`src/inc/sfr_map_pkg.sv`:
```
/*
 * constants for the register-space map select and page extension block.
 * assumes an 8-bit core issuing direct register accesses on one clock.
 */
package sfr_map_pkg;
    localparam logic [7:0] sfr_base_addr        = 8'h80;
    localparam logic [7:0] system_control_zero_addr = 8'h8f;
    localparam logic [7:0] ccu_page_addr        = 8'ha3;
    localparam logic [7:0] system_control_zero_reset = 8'h00;
    localparam logic [7:0] page_reg_reset       = 8'h00;
    localparam int         map_area_select_bit  = 0;
    localparam int         sysctl_keep_bit      = 2;
    localparam int         op_msb = 7;
    localparam int         op_lsb = 6;
    localparam int         slot_msb = 5;
    localparam int         slot_lsb = 4;
    localparam int         page_msb = 2;
    localparam int         page_lsb = 0;
    localparam int         page_w   = 3;
    localparam int         slot_cnt = 4;
    localparam logic [1:0] op_plain   = 2'h0;
    localparam logic [1:0] op_save    = 2'h2;
    localparam logic [1:0] op_restore = 2'h3;
endpackage

```
`src/inc/page_bus_if.sv`:
```
/*
 * carries one page-register write and the resulting page between the
 * top module and the page engine; single clock domain.
 */
`timescale 1ns/10ps
interface page_bus_if;
    logic       wr;
    logic [7:0] wdata;
    logic [2:0] page;
    modport ctl (output wr, output wdata, input page);
    modport eng (input wr, input wdata, output page);
endinterface

```
`src/verilog/page_engine.sv`:
```
/*
 * page register with four save slots, updated by single writes.
 * assumes writes arrive as one-cycle strobes on clk.
 */
`timescale 1ns/10ps
module page_engine
    import sfr_map_pkg::*;
(
    input  wire logic clk,
    input  wire logic nrst,
    page_bus_if.eng   pb
);
    logic [page_w-1:0] page_r, page_nxt;
    logic [page_w-1:0] slot_r [slot_cnt];
    logic [page_w-1:0] slot_nxt [slot_cnt];
    logic [1:0]        op;
    logic [1:0]        sel;

    assign op  = pb.wdata[op_msb:op_lsb];
    assign sel = pb.wdata[slot_msb:slot_lsb];
    assign pb.page = page_r;

    always_comb begin
        page_nxt = page_r;
        slot_nxt = slot_r;
        if (pb.wr) begin
            case (op)
                op_save: begin
                    slot_nxt[sel] = page_r;
                    page_nxt = pb.wdata[page_msb:page_lsb];
                end
                op_restore: begin
                    page_nxt = slot_r[sel];
                end
                default: begin
                    page_nxt = pb.wdata[page_msb:page_lsb];
                end
            endcase
        end
    end

    always_ff @(posedge clk or negedge nrst) begin
        if (!nrst) begin
            page_r <= page_reg_reset[page_msb:page_lsb];
            for (int i = 0; i < slot_cnt; i++) begin
                slot_r[i] <= '0;
            end
        end else begin
            page_r <= page_nxt;
            slot_r <= slot_nxt;
        end
    end
endmodule

```
`src/verilog/sfr_map_and_page_extension.sv`:
```
/*
 * map select and capture/compare page extension of the register space.
 * assumes the core presents direct address, data and one-cycle strobes.
 */
`timescale 1ns/10ps
module sfr_map_and_page_extension
    import sfr_map_pkg::*;
(
    input  wire logic       clk,
    input  wire logic       nrst,
    input  wire logic [7:0] sfr_addr,
    input  wire logic [7:0] sfr_wdata,
    input  wire logic       sfr_wr,
    input  wire logic       sfr_rd,
    output logic      [7:0] sfr_rdata,
    output logic            sfr_hit,
    output logic            map_area_select,
    output logic      [2:0] ccu_page,
    output logic            ccu_sel,
    output logic            mapped_sel
);
    import sfr_map_pkg::*;

    ////////////////////////////////////////////////////////////////////////
    // decode

    logic       in_space;
    logic       sysctl_hit;
    logic       page_hit;
    logic       map_r, map_nxt;
    logic       keep_r, keep_nxt;
    logic [7:0] rdata_r, rdata_nxt;
    page_bus_if pb ();

    // system control sits in both areas; page register in standard only
    assign in_space   = sfr_addr[7];
    assign sysctl_hit = in_space && sfr_addr == system_control_zero_addr;
    assign page_hit   = in_space && !map_r
                        && sfr_addr == ccu_page_addr;
    assign ccu_sel    = in_space && !map_r;
    assign mapped_sel = in_space && map_r;
    assign sfr_hit    = in_space && (sfr_wr || sfr_rd);
    assign map_area_select = map_r;
    assign ccu_page   = pb.page;

    assign pb.wr    = sfr_wr && page_hit;
    assign pb.wdata = sfr_wdata;

    page_engine u_page (
        .clk  (clk),
        .nrst (nrst),
        .pb   (pb)
    );

    ////////////////////////////////////////////////////////////////////////
    // system control register and read data

    always_comb begin
        map_nxt   = map_r;
        keep_nxt  = keep_r;
        rdata_nxt = rdata_r;
        if (sfr_wr && sysctl_hit) begin
            map_nxt  = sfr_wdata[map_area_select_bit];
            keep_nxt = sfr_wdata[sysctl_keep_bit];
        end
        if (sfr_rd) begin
            if (sysctl_hit) begin
                rdata_nxt = {5'h00, keep_r, 1'b0, map_r};
            end else if (page_hit) begin
                rdata_nxt = {5'h00, pb.page};
            end else begin
                rdata_nxt = 8'h00;
            end
        end
    end

    always_ff @(posedge clk or negedge nrst) begin
        if (!nrst) begin
            map_r   <= system_control_zero_reset[map_area_select_bit];
            keep_r  <= system_control_zero_reset[sysctl_keep_bit];
            rdata_r <= 8'h00;
        end else begin
            map_r   <= map_nxt;
            keep_r  <= keep_nxt;
            rdata_r <= rdata_nxt;
        end
    end

    assign sfr_rdata = rdata_r;
endmodule

```
`config.mk`:
```
export PLATFORM = sky130hd
export DESIGN_NAME = sfr_map_and_page_extension
export DESIGN_NICKNAME = d
export VERILOG_FILES = /design/src/inc/sfr_map_pkg.sv /design/src/inc/page_bus_if.sv /design/src/verilog/page_engine.sv /design/src/verilog/sfr_map_and_page_extension.sv
export SDC_FILE = /design/constraint.sdc
export NUM_CORES = 1
export LEC_CHECK = 0
export ABC_AREA = 1
export BUFFER_PORTS_ARGS = -buffer_cell sky130_fd_sc_hd__buf_4
export CAP_MARGIN = 20
export CORE_MARGIN = 5
export CORE_UTILIZATION = 45
export DETAILED_ROUTE_END_ITERATION = 7
export HOLD_SLACK_MARGIN = 0.05
export PLACE_DENSITY = 0.78
export SYNTH_ARGS = -nofsm -noshare
export SYNTH_HDL_FRONTEND = slang
export SYNTH_SLANG_ARGS = --single-unit
```
`constraint.sdc`:
```
create_clock -name clk -period 1.2 [get_ports clk]
set_input_delay 0.24 -clock clk [delete_from_list [all_inputs] [get_ports clk]]
set_output_delay 0.24 -clock clk [all_outputs]
set_load 0.02 [all_outputs]
```
==> impl_metrics.json, run 1 <==
{
  "status": "complete, but fails checks",
  "violations": "negative setup slack",
  "vias": 1212,
  "yosys_warnings": 0,
  "drt_iter0_markers": 72,
  "numCtsBuffers": 3,
  "drv_cap": 0,
  "syn2layout_area_growth_pct": 36.2,
  "grt_pass1_wl_um": 5000,
  "synth_top_area_share_pct": 43.4,
  "grt_max_degree": 21,
  "critical_path_required_ps": 1440,
  "post_drt_wl_per_cell_um": 13.3,
  "drive_above_1_share_pct": 29.9,
  "switchingPower_uw": 360,
  "start_util_pct": 47.0,
  "grt.total_usage_pct": 18.4,
  "finalHoldViolations": 0,
  "wl_um": 3080,
  "cp_slowest_cell": "dfrtp_2",
  "clock_sinks": 20,
  "via_per_inst": 5.25,
  "overflow": 0,
  "start_kind": "flop",
  "port_buffers": 28,
  "num_io_pins": 35,
  "hold_class": "input port to flop",
  "dp_hpwl_um": 2200,
  "slew_viol_final": 0,
  "fmax_mhz": 752,
  "finalPower_mw": 1.33,
  "crit_chain": "nor2_4, nand3_4, nor2_4, buf_4, buf_6, nand2_1, a31oi_1",
  "syn_avg_cell_area_sq_um": 7.21,
  "max-vdd-ir-drop_mv": 0.594,
  "power_frac_clock_pct": 29.9,
  "swShare_pct": 27.0,
  "cts_root_buf": "clkbuf_4",
  "n_antenna_cell": 0,
  "crit_family": "simple AND/OR/NAND/NOR gates",
  "cpMostUsedCell": "nor2_4",
  "crit_path_end_kind": "flop",
  "power.leakage_nw": 0.855,
  "period_minus_slack_ps": 1330,
  "cts_tree": "done",
  "powerDensity_nw_per_um2": 847,
  "layout_setup_ws_ps": -129,
  "pwr-share-comb_pct": 18.2,
  "setup-tns-final_ps": -1740,
  "clock_latency_ps": 310,
  "core_area_sq_um": 2450,
  "fin_crit_sh_pct": 111,
  "first_global_vias": 1171,
  "nFillCells": 210,
  "syn_area_sq_um": 1150,
  "synth.area.top_cells": "dfrtp_1 (43%), nand2_1 (17%), nand4_1 (9.2%)",
  "syn_inst": 160,
  "antenna_found_initial": 0,
  "std_cell_rows": 18,
  "setup_viol": 20,
  "synth_edf_count": 0,
  "stdcell_area_sq_um": 1570,
  "crit_arrival_ps": 1570,
  "synthDistinctLibCells": 20,
  "place_congestion": 0.792,
  "ys.flop_type": "dfrtp_1",
  "clockBufferDepth": 2,
  "rsz0062_at_grt": "true",
  "die_h_um": 60.6,
  "final_nets": 222,
  "worst-path-buf-inv": 2,
  "worstPathMaxFanout": 6,
  "die_x_um": 60.6,
  "crit_type": "flop to flop",
  "seqPwrFrac_pct": 51.8,
  "htreeDepth": 1,
  "clock_skew_ps": 9.48,
  "ys_seq_area_share_pct": 43.4,
  "cell_internal_pwr_uw": 971,
  "antenna_left": 0,
  "placed_cell_area_sq_um": 1440,
  "first_pass_iters": 4,
  "ys_ff_latch": 20,
  "die_area_sq_um": 3680,
  "async_flop_share_pct": 100,
  "drc": 0,
  "synth_area_leader_cell": "dfrtp_1",
  "clkTransAtPathRegs_ps": 120,
  "max_stage_delay_ps": 440
}
power by group through the flow:
stage / Clock (mW) / Sequential, mW / Combinational [mW]
CTS: 0.408 / 0.689 / 0.236
detailed placement: 0 / 0.702 / 0.224
global placement: 0 / 0.701 / 0.218
floorplan: 0 / 0.712 / 0.0973
finish: 0.398 / 0.690 / 0.243
global route: 0.441 / 0.692 / 0.267
routing by layer:
metal	up-vias	part of all wire, %	global-route usage [%]
met2	50	50	33.6
met3	6	7.4	2.98
li1	588	-	-
met1	568	41	21.7
met4	0	1.6	6.50
met5	-	0	0
layout by cell type, fill, tap and decap left out:
cell / instances
nand2_2: 3
buf_4: 31
dlygate4sd3_1: 1
buf_6: 6
nor2_2: 2
nand3_4: 1
clkbuf_4: 3
nor2_1: 20
a22oi_1: 2
inv_1: 16
a31oi_1: 1
conb_1: 5
nand4_1: 17
nand2_1: 52
nor2_4: 3
clkbuf_8: 1
dfrtp_2: 4
a21oi_1: 4
nor3_4: 1
dfrtp_1: 16
inv_2: 3
nand3_1: 4
buf_12: 2
o21ai_0: 3
cells in the mapped netlist, types with 2 or more instances:
| cell type | count |
|---|---|
| o21ai_0 | 3 |
| inv_2 | 2 |
| nand4_1 | 17 |
| nand2_1 | 53 |
| buf_4 | 5 |
| a21oi_1 | 4 |
| dfrtp_1 | 20 |
| nor2_1 | 23 |
| nand3_1 | 4 |
| a22oi_1 | 2 |
| nand2_2 | 2 |
| inv_1 | 17 |
final cells by class:
class	count	area, sq um	area share [%]
Tap cell	30	37.5	2.39
Sequential cell	20	505	32.2
Inverter	19	71.3	4.54
Clock buffer	4	36.3	2.31
Timing Repair Buffer	40	350	22.3
Multi-Input combinational cell	118	571	36.3
path summary, 6_finish.rpt:
check | start | to | slack [ps] | depth (start not counted)
max | map_area_select | sfr_rdata[2] | -130 | 7
min | sfr_rd | sfr_rdata[2] | 150 | 2
max reg2reg | map_area_select | sfr_rdata[2] | -130 | 7
min reg2reg | u_page.slot_r[6] | u_page.slot_r[6] | 490 | 2
max in group asynchronous | nrst | map_area_select | 620 | 2
min in group asynchronous | nrst | u_page.slot_r[2] | 330 | 2
logic make-up after synthesis:
group	after synthesis	share of synthesized area, %
buf+inv	26	10.8
compound gates	10	4.88
simple gates	103	40.6
other cells	1	0.325
flops	20	43.4
sequential cells by signal (all words and copies together), names as in the netlist:
name and cells:
sfr_rdata 3, u_page.pb.page 3, u_page.slot_r 12, map_area_select 1
keep_r 1
metrics by stage:
stage	util [%]	instances	hold WS (ps)	setup slack, ps
after CTS	62.4	230	147	-121
after global placement	58.8	222	129	-51.2
final	64.0	231	150	-129
after floorplan	-	164	-55.6	-35.6
after detailed placement	58.8	222	134	-121
after global routing	64.0	231	145	-212
repair_timing:
| action | 4_1_cts | 5_1_grt |
|---|---|---|
| hold endpoints to repair | 20 | 0 |
| buffers inserted | 3 | 1 |
| resized for setup | 9 | 7 |
| hold buffers | 1 | 0 |
| pin swaps | 2 | 12 |
| setup endpoints to repair | 23 | 22 |
Power figures use the tool's default switching activity.
==> inputs of run 2 (changes only) <==
CORE_UTILIZATION = 50   (was 45)
PLACE_DENSITY = 0.75   (was 0.78)
clock period = 1.6 ns   (was 1.2 ns; I/O delays follow)
==> impl_metrics.json, run 2 (synthesis gave the netlist of run 1 again) <==
{
  "antenna_found_initial": 0,
  "grt_max_degree": 21,
  "max-vdd-ir-drop_mv": 0.614,
  "htreeDepth": 1,
  "start_util_pct": 52.1,
  "power_frac_clock_pct": 30.0,
  "pwr-share-comb_pct": 16.3,
  "die_area_sq_um": 3370,
  "drt_iter0_markers": 44,
  "vias": 1140,
  "start_kind": "flop",
  "fmax_mhz": 706,
  "via_per_inst": 5.16,
  "grt_pass1_wl_um": 4800,
  "setup-tns-final_ps": 0,
  "numCtsBuffers": 3,
  "layout.cells.non_filler": 221,
  "setup_viol": 0,
  "n_antenna_cell": 0,
  "first_pass_iters": 4,
  "cell_internal_pwr_uw": 712,
  "hold_class": "input port to flop",
  "cts_root_buf": "clkbuf_4",
  "first_global_vias": 1087,
  "most-common-layout-cells": "nand2_1 (53), buf_4 (31), nor2_1 (23)",
  "final_nets": 214,
  "finalHoldViolations": 0,
  "power.leakage_nw": 0.805,
  "dp_cells": 216,
  "overflow": 0,
  "cts_setup_buffers": 0,
  "die_x_um": 58.0,
  "std_cell_rows": 17,
  "num_io_pins": 35,
  "swShare_pct": 26.0,
  "critical_path_required_ps": 1840,
  "post_drt_wl_per_cell_um": 12.7,
  "status": "finished, final reports clean",
  "crit_path_end_kind": "flop",
  "cp-startpoint": "map_area_select",
  "powerDensity_nw_per_um2": 674,
  "final_util_pct": 64.6,
  "crit_type": "flop to flop",
  "syn2layout_area_growth_pct": 23.9,
  "switchingPower_uw": 251,
  "seqPwrFrac_pct": 53.7,
  "cts_tree": "done",
  "drc": 0,
  "clock_latency_ps": 300,
  "period_minus_slack_ps": 1420,
  "dp_hpwl_um": 2240,
  "place_congestion": 0.868,
  "largest-register": "u_page.slot_r",
  "largest_reg_flops": 12,
  "hp-start": "sfr_wdata[2]",
  "clock_skew_ps": 3.95,
  "slew_viol_final": 0,
  "clkTransAtPathRegs_ps": 110,
  "clock_sinks": 20,
  "port_buffers": 28,
  "final_common_cell": "nand2_1",
  "worstReg2RegStart": "map_area_select",
  "holdWs_ps": 222,
  "crit_arrival_ps": 1660,
  "drive_above_1_share_pct": 22.3,
  "fin_crit_sh_pct": 88.5,
  "drv_cap": 0,
  "die_h_um": 58.0,
  "antenna_left": 0,
  "nFillCells": 207,
  "grt.total_usage_pct": 18.1,
  "worstPathMaxFanout": 12,
  "wl_um": 2810,
  "clockBufferDepth": 2,
  "rsz0062_at_grt": "false",
  "core_area_sq_um": 2210
}
## run 2: cell count changes in the layout (fill, tap and decap cells not counted), sizes merged
cell,before,now
buf,39,31
## run 2: path summary, 6_finish.rpt
| kind | end | slack [ps] | depth (start not counted) |
|---|---|---|---|
| max in group asynchronous | u_page.pb.page[1] | 970 | 2 |
| min | keep_r | 220 | 3 |
| max | u_page.slot_r[8] | 180 | 5 |
| min in group asynchronous | map_area_select | 420 | 2 |
| min reg2reg | u_page.slot_r[5] | 500 | 2 |
| max reg2reg | u_page.slot_r[8] | 180 | 5 |
## run 2: power groups by stage
stage               sequential (mW)  clock, mW  combinational, mW
CTS                           0.517      0.298              0.158
global route                  0.519      0.323              0.173
detailed placement            0.527          0              0.156
finish                        0.517      0.289              0.156
floorplan                     0.534          0             0.0727
global placement              0.527          0              0.151
## run 2: metrics by stage
| step | total power [mW] | setup slack [ps] | area (sq um) |
|---|---|---|---|
| 5_1_grt | 1.01 | 3.80 | 1430 |
| 3_5_place_dp | 0.683 | 118 | 1380 |
| 3_3_place_gp | 0.678 | 210 | 1380 |
| 2_1_floorplan | 0.606 | 322 | 1170 |
| 6_report | 0.963 | 184 | 1430 |
| 4_1_cts | 0.973 | 168 | 1430 |
## run 2: timing repair
item,4_1_cts,5_1_grt
gates resized for setup,0,0
hold buffers,1,0
endpoints found under the hold margin,20,0
## run 2: routing by layer
| metal | vias to the layer above | track usage [%] | share of wire [%] |
|---|---|---|---|
| met5 | - | 0 | 0 |
| met1 | 519 | 22.1 | 40 |
| met3 | 4 | 4.45 | 6.2 |
| met4 | 0 | 3.31 | 0.68 |
| met2 | 45 | 32.3 | 53 |
| li1 | 572 | - | - |
## run 2: layout make-up
type                    instances  area [sq um]  area share (%)
repair buffers                 32           243            17.0
inverters                      19          71.3            4.99
flip-flops and latches         20           500            35.0
multi-input cells             118           543            38.0
clock buffers                   4          36.3            2.54
well taps                      28          35.0            2.45
## run 2: worst max-delay path, stage by stage, from the launching register on
cell and delay, ps:
dfrtp_1 430, nor2_1 130, nand3_2 140, nor3_4 410
nand4_1 150, nand2_1 100
==> inputs of run 3 (changes only) <==
CTS_BUF_LIST = sky130_fd_sc_hd__clkbuf_8   (was unset)
==> impl_metrics.json, run 3 (synthesis gave the netlist of run 1 again) <==
{
  "r2r_cells": 5,
  "core_area_sq_um": 2210,
  "max-vdd-ir-drop_mv": 0.809,
  "grt_max_degree": 21,
  "start_util_pct": 52.1,
  "drc": 0,
  "grt.total_usage_pct": 18.9,
  "grt_pass1_wl_um": 4870,
  "cts_tree": "done",
  "crit_arrival_ps": 1620,
  "largest_reg_flops": 12,
  "seqPwrFrac_pct": 48.6,
  "hold_class": "input port to flop",
  "vias": 1109,
  "crit_type": "flop to flop",
  "final_nets": 214,
  "die_area_sq_um": 3370,
  "clockBufferDepth": 2,
  "drt_iter0_markers": 39,
  "clock_skew_ps": 0.821,
  "cts_root_buf": "clkbuf_8",
  "overflow": 0,
  "port_buffers": 28,
  "powerDensity_nw_per_um2": 734,
  "clock_latency_ps": 260,
  "dp_hpwl_um": 2240,
  "fmax_mhz": 706,
  "largest-register": "u_page.slot_r",
  "fin_crit_sh_pct": 88.6,
  "place_congestion": 0.868,
  "holdPathEnd": "keep_r",
  "first_pass_iters": 4,
  "pwr-share-comb_pct": 14.7,
  "r2r-end": "u_page.slot_r[0]",
  "clock_sinks": 20,
  "post_drt_wl_per_cell_um": 12.9,
  "most-common-layout-cells": "nand2_1 (53), buf_4 (31), nor2_1 (23)",
  "status": "finished, final reports clean",
  "antenna_left": 0,
  "finalPower_mw": 1.06,
  "first_global_vias": 1066,
  "place_worst_setup_slack_ps": 118,
  "drive_above_1_share_pct": 22.3,
  "switchingPower_uw": 270,
  "r2r_setup_slack_ps": 180,
  "setup_viol": 0,
  "std_cell_rows": 17,
  "num_io_pins": 35,
  "cts_setup_buffers": 0,
  "rsz0062_at_grt": "false",
  "syn2layout_area_growth_pct": 25.5,
  "critical_path_required_ps": 1810,
  "power_frac_clock_pct": 36.6,
  "worstReg2RegStart": "map_area_select",
  "setup-tns-final_ps": 0,
  "start_kind": "flop",
  "cts.repair.resized": 0,
  "slew_viol_final": 0,
  "finalHoldViolations": 0,
  "antenna_found_initial": 0,
  "crit_path_end_kind": "flop",
  "power.leakage_nw": 0.813,
  "htreeDepth": 1,
  "via_per_inst": 5.02,
  "min_path_cells": 3,
  "n_antenna_cell": 0,
  "die_x_um": 58.0,
  "clkTransAtPathRegs_ps": 70,
  "drv_cap": 0,
  "die_h_um": 58.0,
  "worstPathMaxFanout": 12,
  "swShare_pct": 25.4,
  "layout_setup_ws_ps": 183,
  "cell_internal_pwr_uw": 793,
  "final_common_cell": "nand2_1",
  "period_minus_slack_ps": 1420,
  "numCtsBuffers": 3,
  "hp-start": "sfr_wdata[2]",
  "wl_um": 2850
}
[run 3: worst max-delay path, cell delays in order (launching register included)]
cell and delay, ps:
dfrtp_1 410, nor2_1 130, nand3_2 140, nor3_4 420
nand4_1 160, nand2_1 90
[run 3: area by class of cell]
class                           instances  area (sq um)
Clock buffer                            4          55.1
Tap cell                               28          35.0
Timing Repair Buffer                   32           243
Sequential cell                        20           500
Fill cell                             204           764
Inverter                               19          71.3
Multi-Input combinational cell        118           543
[run 3: what timing repair did]
action,4_1_cts,5_1_grt
endpoints found under the setup margin,0,0
hold buffers,1,0
hold endpoints to repair,20,0
[run 3: layer usage]
| layer | up-vias | routed length [um] | GRT usage [%] |
|---|---|---|---|
| li1 | 568 | - | - |
| met1 | 508 | 1150 | 23.3 |
| met2 | 29 | 1510 | 32.4 |
| met3 | 4 | 148 | 4.68 |
| met4 | 0 | 35 | 5.96 |
| met5 | - | 0 | 0 |
[run 3: through the flow]
stage / instances / hold WS [ps] / util, % / area [sq um]
global placement: 216 / 213 / 62.5 / 1380
finish: 221 / 260 / 65.4 / 1450
detailed placement: 216 / 215 / 62.5 / 1380
global route: 221 / 246 / 65.4 / 1450
CTS: 221 / 253 / 65.4 / 1450
floorplan: 164 / 24.4 / - / 1170
[run 3: worst max path at each step]
stage / start / endpoint / slack, ps / depth (start not counted)
6_report: map_area_select / u_page.slot_r[0] / 180 / 5
5_1_grt: map_area_select / u_page.slot_r[11] / 10 / 5
4_1_cts: map_area_select / u_page.slot_r[8] / 170 / 5
3_5_place_dp: sfr_addr[6] / u_page.slot_r[8] / 120 / 6
3_3_place_gp: sfr_addr[6] / u_page.slot_r[9] / 210 / 6
2_1_floorplan: map_area_select / u_page.slot_r[7] / 320 / 6
[run 3: power groups by stage]
stage / clock [mW] / sequential (mW) / combinational (mW)
final: 0.389 / 0.517 / 0.157
after CTS: 0.402 / 0.517 / 0.158
after global routing: 0.427 / 0.518 / 0.173
after global placement: 0 / 0.527 / 0.151
after detailed placement: 0 / 0.527 / 0.156
after floorplan: 0 / 0.534 / 0.0727
